## src/hw/dbc_pkg.sv

```systemverilog
package dbc_pkg;

  localparam int unsigned BP_W   = 16;
  localparam int unsigned NBP    = 6;
  localparam int unsigned NPC    = 4;
  localparam int unsigned IR_W   = 3;
  localparam int unsigned DR_W   = 10;

  localparam logic [BP_W-1:0] BP_RESET   = 16'hFFFF;
  localparam logic [BP_W-1:0] DEBUG_ADDRESS_MASK_REGISTER_RESET = 16'h0000;
  localparam logic [BP_W-1:0] DEBUG_DATA_REGISTER_RESET = 16'h0000;
  localparam logic [7:0]      DEBUG_CONTROL_REGISTER_RESET = 8'h00;

  // Control byte layout.
  localparam int unsigned DEBUG_CONTROL_REGISTER_DME_BIT  = 5;
  localparam int unsigned DEBUG_CONTROL_REGISTER_REGISTER_BREAK_SELECT_BIT = 3;

  // Register breakpoint field layout.
  localparam int unsigned REG_MOD_MSB = 3;
  localparam int unsigned REG_IDX_MSB = 8;

  // Shift word layout: status in the low bits, byte above.
  localparam int unsigned DR_ST_MSB  = 1;
  localparam int unsigned DR_DAT_LSB = 2;

  localparam logic [1:0] ST_NONDEBUG = 2'h0;
  localparam logic [1:0] ST_DBG_IDLE = 2'h1;

  localparam logic [IR_W-1:0] IR_DEBUG   = 3'h2;
  localparam logic [IR_W-1:0] IR_RESET   = 3'h7;
  localparam logic [IR_W-1:0] IR_CAPTURE = 3'h1;

  localparam logic [7:0] OP_RD_DEBUG_CONTROL_REGISTER = 8'h01;
  localparam logic [7:0] OP_RD_DEBUG_ADDRESS_MASK_REGISTER = 8'h03;
  localparam logic [7:0] OP_RD_DEBUG_DATA_REGISTER = 8'h04;
  localparam logic [7:0] OP_RD_BP0  = 8'h05;
  localparam logic [7:0] OP_WR_DEBUG_CONTROL_REGISTER = 8'h11;
  localparam logic [7:0] OP_WR_DEBUG_ADDRESS_MASK_REGISTER = 8'h13;
  localparam logic [7:0] OP_WR_DEBUG_DATA_REGISTER = 8'h14;
  localparam logic [7:0] OP_WR_BP0  = 8'h15;
  localparam logic [7:0] OP_DEBUG   = 8'h1F;

  typedef enum logic [15:0] {
    TAP_TLR    = 16'h0001,
    TAP_RTI    = 16'h0002,
    TAP_SEL_DR = 16'h0004,
    TAP_CAP_DR = 16'h0008,
    TAP_SH_DR  = 16'h0010,
    TAP_EX1_DR = 16'h0020,
    TAP_PAU_DR = 16'h0040,
    TAP_EX2_DR = 16'h0080,
    TAP_UPD_DR = 16'h0100,
    TAP_SEL_IR = 16'h0200,
    TAP_CAP_IR = 16'h0400,
    TAP_SH_IR  = 16'h0800,
    TAP_EX1_IR = 16'h1000,
    TAP_PAU_IR = 16'h2000,
    TAP_EX2_IR = 16'h4000,
    TAP_UPD_IR = 16'h8000
  } dbc_tap_e;

  typedef enum logic [2:0] {
    CMD_IDLE = 3'h1,
    CMD_LO   = 3'h2,
    CMD_HI   = 3'h4
  } dbc_cmd_e;

endpackage

```

## src/hw/dbc_tap_fsm.sv

```systemverilog
`timescale 1ns/100ps
`default_nettype none
module dbc_tap_fsm (
  input  wire logic             ref_clk_i, // System clock.
  input  wire logic             sys_rst_i, // Asynchronous reset.
  input  wire logic             step_i,    // Link clock rising edge seen.
  input  wire logic             tms_i,     // Synchronised mode select.
  output var dbc_pkg::dbc_tap_e state_o    // Controller state.
);
  import dbc_pkg::*;

  dbc_tap_e state_d;

  always_comb begin
    state_d = state_o;
    unique case (state_o)
      TAP_TLR:    state_d = tms_i ? TAP_TLR    : TAP_RTI;
      TAP_RTI:    state_d = tms_i ? TAP_SEL_DR : TAP_RTI;
      TAP_SEL_DR: state_d = tms_i ? TAP_SEL_IR : TAP_CAP_DR;
      TAP_CAP_DR: state_d = tms_i ? TAP_EX1_DR : TAP_SH_DR;
      TAP_SH_DR:  state_d = tms_i ? TAP_EX1_DR : TAP_SH_DR;
      TAP_EX1_DR: state_d = tms_i ? TAP_UPD_DR : TAP_PAU_DR;
      TAP_PAU_DR: state_d = tms_i ? TAP_EX2_DR : TAP_PAU_DR;
      TAP_EX2_DR: state_d = tms_i ? TAP_UPD_DR : TAP_SH_DR;
      TAP_UPD_DR: state_d = tms_i ? TAP_SEL_DR : TAP_RTI;
      TAP_SEL_IR: state_d = tms_i ? TAP_TLR    : TAP_CAP_IR;
      TAP_CAP_IR: state_d = tms_i ? TAP_EX1_IR : TAP_SH_IR;
      TAP_SH_IR:  state_d = tms_i ? TAP_EX1_IR : TAP_SH_IR;
      TAP_EX1_IR: state_d = tms_i ? TAP_UPD_IR : TAP_PAU_IR;
      TAP_PAU_IR: state_d = tms_i ? TAP_EX2_IR : TAP_PAU_IR;
      TAP_EX2_IR: state_d = tms_i ? TAP_UPD_IR : TAP_SH_IR;
      TAP_UPD_IR: state_d = tms_i ? TAP_SEL_DR : TAP_RTI;
      default:    state_d = TAP_TLR;
    endcase
  end

  always_ff @(posedge ref_clk_i or posedge sys_rst_i) begin
    if (sys_rst_i) begin
      state_o <= TAP_TLR;
    end else if (step_i) begin
      state_o <= state_d;
    end
  end

endmodule
`default_nettype wire

```

## src/hw/dbc_top.sv

```systemverilog
`timescale 1ns/100ps
`default_nettype none
module dbc_top (
  input  wire logic                     ref_clk_i,    // System clock.
  input  wire logic                     sys_rst_i,    // Async reset.
  input  wire logic                     clk_en_i,     // Freezes state low.
  input  wire logic                     tck_i,        // Link clock pin.
  input  wire logic                     tms_i,        // Link mode pin.
  input  wire logic                     tdi_i,        // Link data in.
  output logic                          tdo_o,        // Link data out.
  input  wire logic                     insn_done_i,  // Instruction retired.
  input  wire logic                     pfx_set_i,    // It loads prefix.
  input  wire logic [dbc_pkg::BP_W-1:0] prog_addr_i,  // Execution address.
  input  wire logic                     dmem_acc_i,   // Data access valid.
  input  wire logic [dbc_pkg::BP_W-1:0] dmem_addr_i,  // Data address.
  input  wire logic                     dst_wr_i,     // Register written.
  input  wire logic [3:0]               dst_mod_i,    // Destination module.
  input  wire logic [4:0]               dst_idx_i,    // Destination index.
  input  wire logic [dbc_pkg::BP_W-1:0] dst_data_i,   // Value written.
  input  wire logic                     dbg_return_i, // Leave debug mode.
  output logic                          debug_mode_o, // Debug mode level.
  output logic                          break_entry_o // Entry pulse.
);
  import dbc_pkg::*;

  // ==========================================================
  // Link pin synchronisers
  // ==========================================================
  logic tck_s1, tms_s1, tdi_s1;
  logic tck_s2, tms_s2, tdi_s2;
  logic tck_s3;

  always_ff @(posedge ref_clk_i or posedge sys_rst_i) begin
    if (sys_rst_i) begin
      {tck_s1, tms_s1, tdi_s1} <= 3'h0;
      {tck_s2, tms_s2, tdi_s2} <= 3'h0;
      tck_s3                   <= 1'b0;
    end else if (clk_en_i) begin
      {tck_s1, tms_s1, tdi_s1} <= {tck_i, tms_i, tdi_i};
      {tck_s2, tms_s2, tdi_s2} <= {tck_s1, tms_s1, tdi_s1};
      tck_s3                   <= tck_s2;
    end
  end

  logic     tck_rise, tck_fall;
  dbc_tap_e tap_st;

  assign tck_rise = clk_en_i & tck_s2 & ~tck_s3;
  assign tck_fall = clk_en_i & ~tck_s2 & tck_s3;

  dbc_tap_fsm u_tap (
    .ref_clk_i (ref_clk_i),
    .sys_rst_i (sys_rst_i),
    .step_i    (tck_rise),
    .tms_i     (tms_s2),
    .state_o   (tap_st)
  );

  // ==========================================================
  // Instruction and data shift paths
  // ==========================================================
  logic [IR_W-1:0] ir_q, ir_sh_q;
  logic [DR_W-1:0] dr_q;
  logic            byp_q;
  logic [7:0]      tx_q;
  logic            sel_dbg, upd, tlr;
  logic [7:0]      rx;

  assign sel_dbg = (ir_q == IR_DEBUG);
  assign tlr     = tck_rise & (tap_st == TAP_TLR);
  assign upd     = tck_rise & (tap_st == TAP_UPD_DR) & sel_dbg;
  assign rx      = dr_q[DR_W-1:DR_DAT_LSB];

  always_ff @(posedge ref_clk_i or posedge sys_rst_i) begin
    if (sys_rst_i) begin
      ir_q    <= IR_RESET;
      ir_sh_q <= IR_CAPTURE;
    end else if (tck_rise) begin
      unique case (tap_st)
        TAP_TLR:    ir_q    <= IR_RESET;
        TAP_CAP_IR: ir_sh_q <= IR_CAPTURE;
        TAP_SH_IR:  ir_sh_q <= {tdi_s2, ir_sh_q[IR_W-1:1]};
        TAP_UPD_IR: ir_q    <= ir_sh_q;
        default:    ir_q    <= ir_q;
      endcase
    end
  end

  always_ff @(posedge ref_clk_i or posedge sys_rst_i) begin
    if (sys_rst_i) begin
      dr_q  <= '0;
      byp_q <= 1'b0;
    end else if (tck_rise && tap_st == TAP_CAP_DR) begin
      dr_q  <= {tx_q, debug_mode_o ? ST_DBG_IDLE : ST_NONDEBUG};
      byp_q <= 1'b0;
    end else if (tck_rise && tap_st == TAP_SH_DR) begin
      if (sel_dbg) begin
        dr_q <= {tdi_s2, dr_q[DR_W-1:1]};
      end else begin
        byp_q <= tdi_s2;
      end
    end
  end

  // Data leaves on the falling link edge so the host samples it stable.
  always_ff @(posedge ref_clk_i or posedge sys_rst_i) begin
    if (sys_rst_i) begin
      tdo_o <= 1'b0;
    end else if (tck_fall) begin
      if (tap_st == TAP_SH_IR) begin
        tdo_o <= ir_sh_q[0];
      end else if (tap_st == TAP_SH_DR) begin
        tdo_o <= sel_dbg ? dr_q[0] : byp_q;
      end
    end
  end

  // ==========================================================
  // Background command engine
  // ==========================================================
  function automatic logic is_bp(input logic [7:0] op,
                                 input logic [7:0] base);
    is_bp = (op >= base) && (op < base + 8'(NBP));
  endfunction

  function automatic logic [2:0] bp_sel(input logic [7:0] op,
                                        input logic [7:0] base);
    logic [7:0] d;
    d      = op - base;
    bp_sel = d[2:0];
  endfunction

  dbc_cmd_e        cmd_q;
  logic [7:0]      op_q, lo_q, debug_control_register_q, rd_op;
  logic [BP_W-1:0] bp_q [NBP];
  logic [BP_W-1:0] debug_address_mask_register_q, debug_data_register_q, rd_word, wr_word;
  logic            op_wr, wr_fire, dbg_cmd;

  assign rd_op   = (cmd_q == CMD_IDLE) ? rx : op_q;
  assign op_wr   = op_q[4];
  assign wr_word = {rx, lo_q};
  assign wr_fire = upd & (cmd_q == CMD_HI) & op_wr;
  assign dbg_cmd = upd & (cmd_q == CMD_IDLE) & (rx == OP_DEBUG);

  always_comb begin
    rd_word = '0;
    if (is_bp(rd_op, OP_RD_BP0)) begin
      rd_word = bp_q[bp_sel(rd_op, OP_RD_BP0)];
    end else if (rd_op == OP_RD_DEBUG_ADDRESS_MASK_REGISTER) begin
      rd_word = debug_address_mask_register_q;
    end else if (rd_op == OP_RD_DEBUG_DATA_REGISTER) begin
      rd_word = debug_data_register_q;
    end else if (rd_op == OP_RD_DEBUG_CONTROL_REGISTER) begin
      rd_word = {8'h00, debug_control_register_q};
    end
  end

  // Unknown opcodes leave the engine idle, so they act as no operation.
  always_ff @(posedge ref_clk_i or posedge sys_rst_i) begin
    if (sys_rst_i) begin
      cmd_q <= CMD_IDLE;
      op_q  <= '0;
      lo_q  <= '0;
      tx_q  <= '0;
    end else if (tlr) begin
      cmd_q <= CMD_IDLE;
      tx_q  <= '0;
    end else if (upd) begin
      unique case (cmd_q)
        CMD_IDLE: begin
          op_q <= rx;
          tx_q <= rd_word[7:0];
          if (is_bp(rx, OP_RD_BP0) || is_bp(rx, OP_WR_BP0) ||
              rx == OP_RD_DEBUG_ADDRESS_MASK_REGISTER || rx == OP_RD_DEBUG_DATA_REGISTER ||
              rx == OP_WR_DEBUG_ADDRESS_MASK_REGISTER || rx == OP_WR_DEBUG_DATA_REGISTER ||
              rx == OP_RD_DEBUG_CONTROL_REGISTER || rx == OP_WR_DEBUG_CONTROL_REGISTER) begin
            cmd_q <= CMD_LO;
          end
        end
        CMD_LO: begin
          lo_q <= rx;
          tx_q <= op_wr ? 8'h00 : rd_word[15:8];
          if (op_q == OP_RD_DEBUG_CONTROL_REGISTER || op_q == OP_WR_DEBUG_CONTROL_REGISTER) begin
            cmd_q <= CMD_IDLE;
          end else begin
            cmd_q <= CMD_HI;
          end
        end
        CMD_HI: begin
          tx_q  <= '0;
          cmd_q <= CMD_IDLE;
        end
      endcase
    end
  end

  // ==========================================================
  // Breakpoint and debug registers
  // ==========================================================
  // Only the link engine writes these; the CPU has no path to them.
  always_ff @(posedge ref_clk_i or posedge sys_rst_i) begin
    if (sys_rst_i) begin
      for (int i = 0; i < NBP; i++) begin
        bp_q[i] <= BP_RESET;
      end
    end else if (tlr) begin
      for (int i = 0; i < NBP; i++) begin
        bp_q[i] <= BP_RESET;
      end
    end else if (wr_fire && is_bp(op_q, OP_WR_BP0)) begin
      bp_q[bp_sel(op_q, OP_WR_BP0)] <= wr_word;
    end
  end

  always_ff @(posedge ref_clk_i or posedge sys_rst_i) begin
    if (sys_rst_i) begin
      debug_control_register_q <= DEBUG_CONTROL_REGISTER_RESET;
      debug_address_mask_register_q <= DEBUG_ADDRESS_MASK_REGISTER_RESET;
      debug_data_register_q <= DEBUG_DATA_REGISTER_RESET;
    end else if (upd && cmd_q == CMD_LO && op_q == OP_WR_DEBUG_CONTROL_REGISTER) begin
      debug_control_register_q <= rx;
    end else if (wr_fire && op_q == OP_WR_DEBUG_ADDRESS_MASK_REGISTER) begin
      debug_address_mask_register_q <= wr_word;
    end else if (wr_fire && op_q == OP_WR_DEBUG_DATA_REGISTER) begin
      debug_data_register_q <= wr_word;
    end
  end

  // ==========================================================
  // Comparators
  // ==========================================================
  logic            debug_mode_enable_bit, register_break_select, mask_ok;
  logic [NBP-1:0]  hit_vec;
  logic [REG_IDX_MSB:0] dst_reg;

  assign debug_mode_enable_bit     = debug_control_register_q[DEBUG_CONTROL_REGISTER_DME_BIT];
  assign register_break_select    = debug_control_register_q[DEBUG_CONTROL_REGISTER_REGISTER_BREAK_SELECT_BIT];
  assign dst_reg = {dst_idx_i, dst_mod_i};
  // A zero mask compares no bits, so the data term is then always met.
  assign mask_ok = ((dst_data_i ^ debug_data_register_q) & debug_address_mask_register_q) == '0;

  always_comb begin
    hit_vec = '0;
    for (int i = 0; i < NPC; i++) begin
      hit_vec[i] = (prog_addr_i == bp_q[i]);
    end
    for (int i = NPC; i < NBP; i++) begin
      if (register_break_select) begin
        hit_vec[i] = dst_wr_i &&
                     bp_q[i][REG_IDX_MSB:0] == dst_reg;
      end else begin
        hit_vec[i] = dmem_acc_i && bp_q[i] == dmem_addr_i;
      end
    end
    if (register_break_select) begin
      hit_vec[NBP-1] = hit_vec[NBP-1] & mask_ok;
    end
  end

  // ==========================================================
  // Break request and debug mode
  // ==========================================================
  logic hit, pend_q, enter;

  assign hit   = debug_mode_enable_bit & (|hit_vec) & insn_done_i & ~debug_mode_o;
  // A prefixed pair is never split: entry waits for a non-prefix retire.
  assign enter = clk_en_i & insn_done_i & ~pfx_set_i &
                 ~debug_mode_o & (hit | pend_q);

  always_ff @(posedge ref_clk_i or posedge sys_rst_i) begin
    if (sys_rst_i) begin
      pend_q <= 1'b0;
    end else if (clk_en_i) begin
      if (debug_mode_o || enter) begin
        pend_q <= 1'b0;
      end else if (dbg_cmd || (hit && pfx_set_i)) begin
        pend_q <= 1'b1;
      end
    end
  end

  always_ff @(posedge ref_clk_i or posedge sys_rst_i) begin
    if (sys_rst_i) begin
      debug_mode_o  <= 1'b0;
      break_entry_o <= 1'b0;
    end else if (clk_en_i) begin
      break_entry_o <= enter;
      if (enter) begin
        debug_mode_o <= 1'b1;
      end else if (dbg_return_i) begin
        debug_mode_o <= 1'b0;
      end
    end
  end
endmodule
`default_nettype wire

```

## config.mk

```make
export PLATFORM = sky130hd
export DESIGN_NAME = dbc_top
export DESIGN_NICKNAME = d
export VERILOG_FILES = /design/src/hw/dbc_pkg.sv /design/src/hw/dbc_tap_fsm.sv /design/src/hw/dbc_top.sv
export SDC_FILE = /design/constraint.sdc
export NUM_CORES = 1
export LEC_CHECK = 0
export BUFFER_PORTS_ARGS = -buffer_cell sky130_fd_sc_hd__clkbuf_2
export CAP_MARGIN = 20
export CORE_MARGIN = 3
export CORE_UTILIZATION = 50
export DETAILED_ROUTE_END_ITERATION = 8
export PLACE_DENSITY = 0.67
export SYNTH_ARGS = -nofsm -noshare
export SYNTH_HDL_FRONTEND = slang
export SYNTH_SLANG_ARGS = --single-unit
export TNS_END_PERCENT = 100
```

## constraint.sdc

```tcl
create_clock -name ref_clk_i -period 19.5 [get_ports ref_clk_i]
set_input_delay 2.925 -clock ref_clk_i [delete_from_list [all_inputs] [get_ports ref_clk_i]]
set_output_delay 2.925 -clock ref_clk_i [all_outputs]
set_load 0.02 [all_outputs]
```

==> results of run 1 <==
==> flip-flops by register name, indices dropped and copies added, names as in the netlist, 3 cells and up <==
signal,flops
bp_q,96
debug_address_mask_register_q,16
debug_data_register_q,16
u_tap.state_o,16
dr_q,10
debug_control_register_q,8
lo_q,8
op_q,8
tx_q,8
cmd_q,3
ir_q,3
ir_sh_q,3
==> worst max-delay path, cell delays in order <==
cell and delay (ns):
clkbuf_2 0.28, and3b_1 0.57, nand2_1 0.20, or4_4 0.66
nor3_4 0.24, o2111a_1 0.93, mux2i_1 0.28, nand2_1 0.07
==> final timing paths <==
path                       slack, ns  cells past startpoint                         to                      start
min reg2reg                     0.48                      1  break_entry_o$_DFFE_PP0P_  break_entry_o$_DFFE_PP0P_
max reg2reg                    14.73                     12        tx_q[6]$_DFFE_PP0P_       cmd_q[0]$_DFFE_PP1P_
max in group asynchronous      15.76                      3        tx_q[2]$_DFFE_PP0P_                  sys_rst_i
min                             0.48                      1  break_entry_o$_DFFE_PP0P_  break_entry_o$_DFFE_PP0P_
max                            13.72                      8       bp_q[12]$_DFFE_PP1P_                   clk_en_i
min in group asynchronous       2.48                      2        dr_q[5]$_DFFE_PP0P_                  sys_rst_i
==> metal layers <==
| layer | part of all wire | GRT usage | vias up |
|---|---|---|---|
| met5 | 0 | 0 | - |
| met4 | 0.027 | 0.0663 | 0 |
| met3 | 0.070 | 0.0417 | 65 |
| met2 | 0.46 | 0.432 | 421 |
| met1 | 0.44 | 0.392 | 4826 |
| li1 | - | - | 4442 |
==> cell families (layout without fill, tap and decap cells) <==
kind of cell | count (synthesis) | after routing | share of synthesized area
XOR/XNOR | 135 | 135 | 0.0967
flip-flops | 207 | 207 | 0.434
adder cells (fa/ha/maj) | 7 | 7 | 0.00716
multiplexers | 150 | 150 | 0.135
AO/OA/AOI/OAI | 156 | 156 | 0.0907
buffers and inverters | 96 | 141 | 0.0368
AND/OR/NAND/NOR | 488 | 488 | 0.199
==> cell type report <==
cell class / instances / area (um^2) / share of cell area
clock inverter: 14 / 164 / 0.0121
multi-input combinational: 936 / 6480 / 0.480
sequential: 207 / 5310 / 0.393
tap: 319 / 399 / 0.0295
clock buffer: 29 / 661 / 0.0489
inverter: 18 / 75.1 / 0.00556
timing repair buffer: 80 / 425 / 0.0315
==> through the flow <==
step	utilization	cells
after floorplan	-	1239
after global placement	0.534	1560
after detailed placement	0.534	1560
after CTS	0.569	1603
after global routing	0.569	1603
final	0.569	1603
==> power groups by stage <==
stage	sequential (W)	clock [W]	combinational (W)
finish	0.000776	0.000470	0.000485
global route	0.000792	0.000494	0.000535
CTS	0.000773	0.000475	0.000479
detailed placement	0.000778	0	0.000476
global placement	0.000776	0	0.000465
floorplan	0.000707	0	0.000378
==> placed cells by master, fill, tap and decap left out, types with 7 or more instances in the layout <==
cell,count
a22o_1,7
o211ai_1,12
nand2_1,237
mux2i_1,83
a22oi_1,8
xor2_1,125
buf_4,10
a21o_1,8
o31ai_1,7
nor3_1,15
nand3_1,73
nor2_1,42
mux2_2,50
nand4_1,13
a31oi_1,10
a21oi_1,34
clkbuf_16,25
a221o_1,7
mux2_1,11
clkbuf_2,70
ha_1,7
dfstp_2,102
inv_1,16
nand2b_1,8
nor4_1,33
nor2b_1,7
o21ai_0,18
xnor2_1,9
dfrtp_1,105
==> flow_metrics.env, run 1 <==
export IMPL_status="finished clean"
export IMPL_synth_cells=1239
export IMPL_n_fill_cell=2088
export IMPL_die_x_um=162
export IMPL_wl_per_cell_um=22.2
export IMPL_vias=9754
export IMPL_synth_seq_cells=207
export IMPL_criticalPathCategory="input pin to flip-flop"
export IMPL_syn_area_mm2=0.0122
export IMPL_clock_sinks=207
export IMPL_cp_start_kind="input pin"
export IMPL_cap_viol_max_count=0
export IMPL_htreeDepth=1
export IMPL_p_clk_frac=0.272
export IMPL_syn_avg_cell_area_um2=9.87
export IMPL_die_area_mm2=0.0264
export IMPL_tightestPinTransition_ns=1.13
export IMPL_routabilityCongestion=0.920
export IMPL_cts_tree="done"
export IMPL_seq_area_frac_synth=0.434
export IMPL_post_cts_buffers=0
export IMPL_synthFlopType="dfrtp_1"
export IMPL_die_y_um=162
export IMPL_fin_area_mm2=0.0135
export IMPL_cts_root_buf="clkbuf_16"
export IMPL_overflow=0
export IMPL_layout_drive_gt1_share=0.241
export IMPL_synth_common_cells="nand2_1, xor2_1, dfrtp_1, dfstp_2, mux2i_1"
export IMPL_finalWorstSetupSlack_ns=13.72
export IMPL_yosysTopAreaCellShare=0.219
export IMPL_path_max_fanout=16
export IMPL_seqPwrFrac=0.448
export IMPL_fin_hold_ws_ns=0.482
export IMPL_intPower_w=0.00111
export IMPL_min_path_type="flip-flop to flip-flop"
export IMPL_cts_buffer_depth=3
export IMPL_ios=71
export IMPL_start_util=0.515
export IMPL_setup_viol=0
export IMPL_comb_power_share=0.280
export IMPL_arrival_ns=6.19
export IMPL_drt_iter0_markers=1003
export IMPL_finalMaxSlewViolations=0
export IMPL_dp_hpwl_um=24500
export IMPL_ant_nets=0
export IMPL_p_leak_nw=6.15
export IMPL_n_antenna_cell=0
export IMPL_grt_max_degree=98
export IMPL_switching_share=0.359
export IMPL_slew_headroom=0.243
export IMPL_switchingPower_w=0.000621
export IMPL_numCtsBuffers=24
export IMPL_num_rows=56
export IMPL_ys_top_cells_by_area="dfstp_2, dfrtp_1, xor2_1"
export IMPL_pre_cts_ws_ns=13.22
export IMPL_synth_edf_count=0
export IMPL_antenna_found_initial=0
export IMPL_final_nets=1342
export IMPL_yosysTopAreaCell="dfstp_2"
export IMPL_hold_buffers=0
export IMPL_totalPowerFinal_w=0.00173
export IMPL_cp_required_ns=19.91
export IMPL_synth_distinct_cells=77
export IMPL_place_area_mm2=0.0127
export IMPL_grt_pass1_vias=9685
export IMPL_firstDrtPassIters=6
export IMPL_yosysMostFrequentCell="nand2_1"
export IMPL_area_growth_pct=10.6
export IMPL_postCtsResizedCells=0
export IMPL_clk_pin_slew_worst_paths_ns=0.06
export IMPL_power_density_mw_per_mm2=128
export IMPL_yosys_warnings=0
export IMPL_skew_ns=0.0180
export IMPL_grt_pass1_wl_um=56100
export IMPL_async_flop_share=1.00
export IMPL_final_hold_violation_count=0
export IMPL_portBuffers=70
export IMPL_synth_nets=1314
export IMPL_track_usage=0.271
export IMPL_drc_errors=0
export IMPL_insertion_delay_ns=0.53
export IMPL_setup_tns_ns=0
export IMPL_cp_end_kind="flip-flop"
export IMPL_rsz0062_at_grt="no"
export IMPL_period_share=0.297
export IMPL_routed_wl_um=35600
export IMPL_period_needed_ns=5.78
export IMPL_ir_drop_mv=0.0785
export IMPL_viasPerCell=6.08
export IMPL_max_freq_mhz=173
export IMPL_core_mm2=0.0238
No activity file was read; power rests on OpenSTA's default activity.
==> run 2: changes to the inputs <==
PLACE_DENSITY = 0.7   (was 0.67)
clock period = 5.3 ns   (was 19.5 ns; I/O delays follow)
==> run 2 against run 1 <==
Compared with the run above: clock power rose to 3.4 times the previous value; highest routed layer unchanged; register-to-register slack worse by 13 ns; sequential power rose to 3.7 times the previous value; cell area shrank 0.17%.
==> flow_metrics.env, run 2 (synthesis gave the netlist of run 1 again) <==
export IMPL_status="finished clean"
export IMPL_final_util=0.568
export IMPL_area_growth_pct=10.4
export IMPL_largest_reg_flops=96
export IMPL_num_rows=56
export IMPL_final_common_cell="nand2_1"
export IMPL_postCtsResizedCells=0
export IMPL_viasPerCell=6.06
export IMPL_final_cell_mix="nand2_1, xor2_1, dfrtp_1"
export IMPL_die_area_mm2=0.0264
export IMPL_r2r_setup_slack_ns=1.33
export IMPL_drc_errors=0
export IMPL_final_nets=1347
export IMPL_cts_tree="done"
export IMPL_finalMaxSlewViolations=0
export IMPL_arrival_ns=4.38
export IMPL_routed_wl_um=35500
export IMPL_rsz0062_at_grt="no"
export IMPL_grt_max_degree=186
export IMPL_portBuffers=70
export IMPL_setup_viol=0
export IMPL_ant_nets=0
export IMPL_grt_pass1_vias=9490
export IMPL_reg2reg_from="cmd_q[0]$_DFFE_PP1P_"
export IMPL_insertion_delay_ns=0.54
export IMPL_max_freq_mhz=252
export IMPL_place_area_mm2=0.0127
export IMPL_start_util=0.515
export IMPL_fin_area_mm2=0.0135
export IMPL_ios=71
export IMPL_clk_pin_slew_worst_paths_ns=0.06
export IMPL_period_needed_ns=3.97
export IMPL_die_x_um=162
export IMPL_routabilityCongestion=0.949
export IMPL_path_max_fanout=18
export IMPL_firstDrtPassIters=5
export IMPL_dp_hpwl_um=24700
export IMPL_layout_drive_gt1_share=0.239
export IMPL_htreeDepth=1
export IMPL_post_cts_buffers=0
export IMPL_clock_sinks=207
export IMPL_min_path_type="input pin to async pin"
export IMPL_core_mm2=0.0238
export IMPL_final_hold_violation_count=0
export IMPL_cts_root_buf="clkbuf_16"
export IMPL_largest_register="bp_q"
export IMPL_p_leak_nw=6.15
export IMPL_cts_buffer_depth=3
export IMPL_drt_iter0_markers=890
export IMPL_rr_worst_depth=9
export IMPL_power_density_mw_per_mm2=462
export IMPL_vias=9746
export IMPL_cp_end_kind="flip-flop"
export IMPL_cap_viol_max_count=0
export IMPL_slew_headroom=0.214
export IMPL_n_fill_cell=2069
export IMPL_skew_ns=0.0289
export IMPL_cp_required_ns=5.71
export IMPL_cp_start_kind="flip-flop"
export IMPL_tightestPinTransition_ns=1.17
export IMPL_antenna_found_initial=0
export IMPL_wl_per_cell_um=22.0
export IMPL_r2r_end="tx_q[6]$_DFFE_PP0P_"
export IMPL_numCtsBuffers=24
export IMPL_crit_start="cmd_q[0]$_DFFE_PP1P_"
export IMPL_hold_buffers=0
export IMPL_setup_tns_ns=0
export IMPL_overflow=0
export IMPL_period_share=0.748
export IMPL_track_usage=0.269
export IMPL_criticalPathCategory="flip-flop to flip-flop"
export IMPL_grt_pass1_wl_um=55500
export IMPL_ir_drop_mv=0.263
export IMPL_n_antenna_cell=0
export IMPL_die_y_um=162
## run 2: cell types whose count changed in the layout (fill, tap and decap cells not counted), moves of 2 or more
cell	delta
clkbuf_8	+3
buf_4	+3
clkinv_4	-3
bufinv_16	-3
clkbuf_1	+8
clkinv_2	-3
clkinvlp_4	-2
## run 2: worst max path at each step
stage / endpoint / slack, ns / depth (start not counted)
final: tx_q[6]$_DFFE_PP0P_ / 1.33 / 9
after CTS: tx_q[6]$_DFFE_PP0P_ / 1.27 / 10
after floorplan: tx_q[0]$_DFFE_PP0P_ / 1.31 / 12
after global placement: debug_data_register_q[11]$_DFFE_PP0P_ / 1.19 / 7
after global routing: tx_q[6]$_DFFE_PP0P_ / 1.10 / 9
after detailed placement: debug_data_register_q[4]$_DFFE_PP0P_ / 1.13 / 7
## run 2: area by class of cell
class / count / area (um^2) / area share
Tap cell: 319 / 399 / 0.0296
Multi-Input combinational cell: 936 / 6480 / 0.480
Inverter: 18 / 71.3 / 0.00529
Clock inverter: 5 / 41.3 / 0.00306
Sequential cell: 207 / 5310 / 0.393
Clock buffer: 39 / 707 / 0.0524
Timing Repair Buffer: 85 / 483 / 0.0358
## run 2: per-stage QoR
step           total power (W)  cells  worst slack, ns  hold WS (ns)
6_report               0.00624   1609             1.33         0.288
5_1_grt                0.00657   1609             1.10         0.346
4_1_cts                0.00622   1608             1.27         0.296
3_5_place_dp           0.00463   1564             1.13         0.475
3_3_place_gp           0.00458   1564             1.19         0.470
2_1_floorplan          0.00399   1239             1.31         0.463
## run 2: layer usage
layer | part of all wire | track usage | up-vias | wire length (um)
li1 | - | - | 4443 | -
met3 | 0.077 | 0.0463 | 58 | 2730
met4 | 0.024 | 0.0659 | 0 | 841
met5 | 0 | 0 | - | 0
met2 | 0.46 | 0.417 | 387 | 16100
met1 | 0.44 | 0.396 | 4858 | 15800
## run 2: where the power goes
group | internal, W | total [W] | switching, W
clock | 0.000914 | 0.00158 | 0.000668
sequential | 0.00228 | 0.00286 | 0.000582
combinational | 0.000784 | 0.00179 | 0.00101
total | 0.00398 | 0.00624 | 0.00226
## run 2: critical path, stage by stage (launching register included)
cell	delay, ns
dfstp_2	0.67
or3b_2	0.62
mux2_2	0.37
ha_1	0.66
inv_1	0.43
nand2_1	0.32
nor2_1	0.11
a221oi_1	0.32
o31ai_1	0.12
a31o_2	0.23
==> run 3: changes to the inputs <==
ABC_AREA = 1   (was default)
clock period = 3.5 ns   (was 5.3 ns; I/O delays follow)
==> run 3 against run 2 <==
Compared with the run above: count of clock-buffer cells in the layout is 2 lower; hold slack worse by 0.25 ns; sequential power is 20% higher; cell area is 3.3% higher; sequential share of layout area is 1.3 points lower; via count is 17% higher; non-clock buffer count is 10 higher; critical endpoint is now tx_q[7]$_DFFE_PP0P_; largest cell class unchanged; highest routed layer unchanged.
==> flow_metrics.env, run 3 <==
export IMPL_skew_ns=0.0143
export IMPL_antenna_found_initial=0
export IMPL_insertion_delay_ns=0.53
export IMPL_overflow=0
export IMPL_yosysTopAreaCell="dfstp_2"
export IMPL_postCtsResizedCells=0
export IMPL_tightestPinTransition_ns=1.07
export IMPL_routed_wl_um=38000
export IMPL_path_max_fanout=18
export IMPL_period_share=0.852
export IMPL_cp_start_kind="flip-flop"
export IMPL_p_clk_frac=0.318
export IMPL_synth_nets=1728
export IMPL_yosys_warnings=0
export IMPL_clk_pin_slew_worst_paths_ns=0.07
export IMPL_drc_errors=0
export IMPL_seq_area_frac_synth=0.427
export IMPL_async_flop_share=1.00
export IMPL_htreeDepth=1
export IMPL_final_nets=1782
export IMPL_die_x_um=164
export IMPL_p_leak_nw=6.59
export IMPL_rsz0062_at_grt="no"
export IMPL_synth_edf_count=0
export IMPL_clock_sinks=207
export IMPL_largest_reg_flops=96
export IMPL_cts_tree="done"
export IMPL_period_needed_ns=2.98
export IMPL_die_area_mm2=0.0268
export IMPL_switching_share=0.345
export IMPL_arrival_ns=3.38
export IMPL_min_path_type="input pin to async pin"
export IMPL_routabilityCongestion=0.975
export IMPL_dp_hpwl_um=27200
export IMPL_cp_required_ns=3.90
export IMPL_layout_drive_gt1_share=0.162
export IMPL_drt_iter0_markers=1071
export IMPL_yosysMostFrequentCell="nand2_1"
export IMPL_start_util=0.509
export IMPL_syn_avg_cell_area_um2=7.52
export IMPL_viasPerCell=5.56
export IMPL_wl_per_cell_um=18.5
export IMPL_cap_viol_max_count=0
export IMPL_setup_viol=0
export IMPL_cts_buffer_depth=3
export IMPL_vias=11400
export IMPL_hold_buffers=0
export IMPL_numCtsBuffers=24
export IMPL_synth_common_cells="nand2_1, inv_1, nor2_1, o21ai_0, nand3_1"
export IMPL_finalWorstSetupSlack_ns=0.518
export IMPL_criticalPathCategory="flip-flop to flip-flop"
export IMPL_fin_area_mm2=0.0139
export IMPL_max_freq_mhz=335
export IMPL_num_rows=57
export IMPL_seqPwrFrac=0.403
export IMPL_comb_power_share=0.280
export IMPL_final_common_cell="nand2_1"
export IMPL_ir_drop_mv=0.436
export IMPL_track_usage=0.285
export IMPL_cp_end_kind="flip-flop"
export IMPL_grt_pass1_wl_um=60400
export IMPL_firstDrtPassIters=6
export IMPL_grt_pass1_vias=11000
export IMPL_yosysTopAreaCellShare=0.216
export IMPL_synth_distinct_cells=46
export IMPL_die_y_um=164
export IMPL_synthFlopType="dfrtp_1"
export IMPL_slew_headroom=0.284
export IMPL_area_growth_pct=12.2
export IMPL_n_fill_cell=2357
export IMPL_ys_top_cells_by_area="dfstp_2, dfrtp_1, nand2_1"
export IMPL_place_area_mm2=0.0131
export IMPL_grt_max_degree=81
export IMPL_final_hold_violation_count=0
export IMPL_syn_area_mm2=0.0124
export IMPL_switchingPower_w=0.00294
export IMPL_path_cells="nand3_2, o21ai_0, inv_1, ha_1, o21ai_0, nand3_4, inv_2, nand3_1, o21ai_1, nand2_1, nand3_1, nand2_1"
export IMPL_post_cts_buffers=0
export IMPL_finalMaxSlewViolations=0
export IMPL_n_antenna_cell=0
export IMPL_ant_nets=0
export IMPL_cts_root_buf="clkbuf_16"
export IMPL_portBuffers=70
export IMPL_core_mm2=0.0244
export IMPL_synth_seq_cells=207
export IMPL_status="finished clean"
export IMPL_slowest_stage="dfstp_2"
export IMPL_pre_cts_ws_ns=0.607
export IMPL_final_cell_mix="nand2_1, inv_1, nor2_1"
export IMPL_setup_tns_ns=0
export IMPL_slowest_delay_ns=0.56
export IMPL_intPower_w=0.00558
export IMPL_synth_cells=1653
export IMPL_ios=71
export IMPL_power_density_mw_per_mm2=611
export IMPL_largest_register="bp_q"
## run 3: worst paths after layout
kind                                 startpoint                                            end  slack [ns]  depth (start not counted)
max reg2reg                cmd_q[0]$_DFFE_PP1P_                            tx_q[7]$_DFFE_PP0P_        0.52                         12
min                                   sys_rst_i                   u_tap.state_o[5]$_DFFE_PP0P_        0.04                          2
max in group asynchronous             sys_rst_i  debug_address_mask_register_q[14]$_DFFE_PP0P_        2.55                          3
min reg2reg                 lo_q[5]$_DFFE_PP0P_                            lo_q[5]$_DFFE_PP0P_        0.48                          2
min in group ref_clk_i                    tck_i                             tck_s1$_DFFE_PP0P_        0.21                          3
max                        cmd_q[0]$_DFFE_PP1P_                            tx_q[7]$_DFFE_PP0P_        0.52                         12
## run 3: worst max-delay path, delay by kind of cell (launching register included)
family / cells / cell delay (ns)
AO/OA/AOI/OAI: 3 / 0.85
adder cells (fa/ha/maj): 1 / 0.23
buffers and inverters: 2 / 0.40
flip-flops: 1 / 0.56
AND/OR/NAND/NOR: 6 / 0.81
## run 3: kinds of logic after synthesis
kind of cell             share of synthesized area
XOR/XNOR                                    0.0655
multiplexers                              0.000906
AO/OA/AOI/OAI                                0.149
buffers and inverters                       0.0829
adder cells (fa/ha/maj)                    0.00705
flip-flops                                   0.427
AND/OR/NAND/NOR                              0.268
## run 3: routing by layer
layer,global-route usage,part of all wire
met1,0.403,0.43
met2,0.448,0.45
met3,0.0464,0.080
met4,0.0984,0.039
met5,0,0
## run 3: power groups by stage
stage	Clock, W	Sequential [W]	Combinational, W
6_report	0.00271	0.00343	0.00238
3_3_place_gp	0	0.00344	0.00233
3_5_place_dp	0	0.00345	0.00236
4_1_cts	0.00275	0.00342	0.00237
2_1_floorplan	0	0.00335	0.00170
5_1_grt	0.00283	0.00349	0.00264
## run 3: stage by stage
stage	total power, W	util	hold WS, ns	cells
6_report	0.00851	0.571	0.0354	2049
5_1_grt	0.00897	0.571	0.0751	2049
2_1_floorplan	0.00505	-	0.442	1653
4_1_cts	0.00854	0.571	0.0330	2049
3_3_place_gp	0.00576	0.536	0.458	2005
3_5_place_dp	0.00581	0.536	0.470	2005
## run 3: area by class of cell
type | count | area [um^2] | share of cell area
Clock buffer | 37 | 741 | 0.0532
Timing Repair Buffer | 95 | 563 | 0.0404
Clock inverter | 7 | 113 | 0.00808
Tap cell | 324 | 405 | 0.0291
Multi-Input combinational cell | 1191 | 6090 | 0.437
Sequential cell | 207 | 5310 | 0.381
Inverter | 188 | 712 | 0.0511
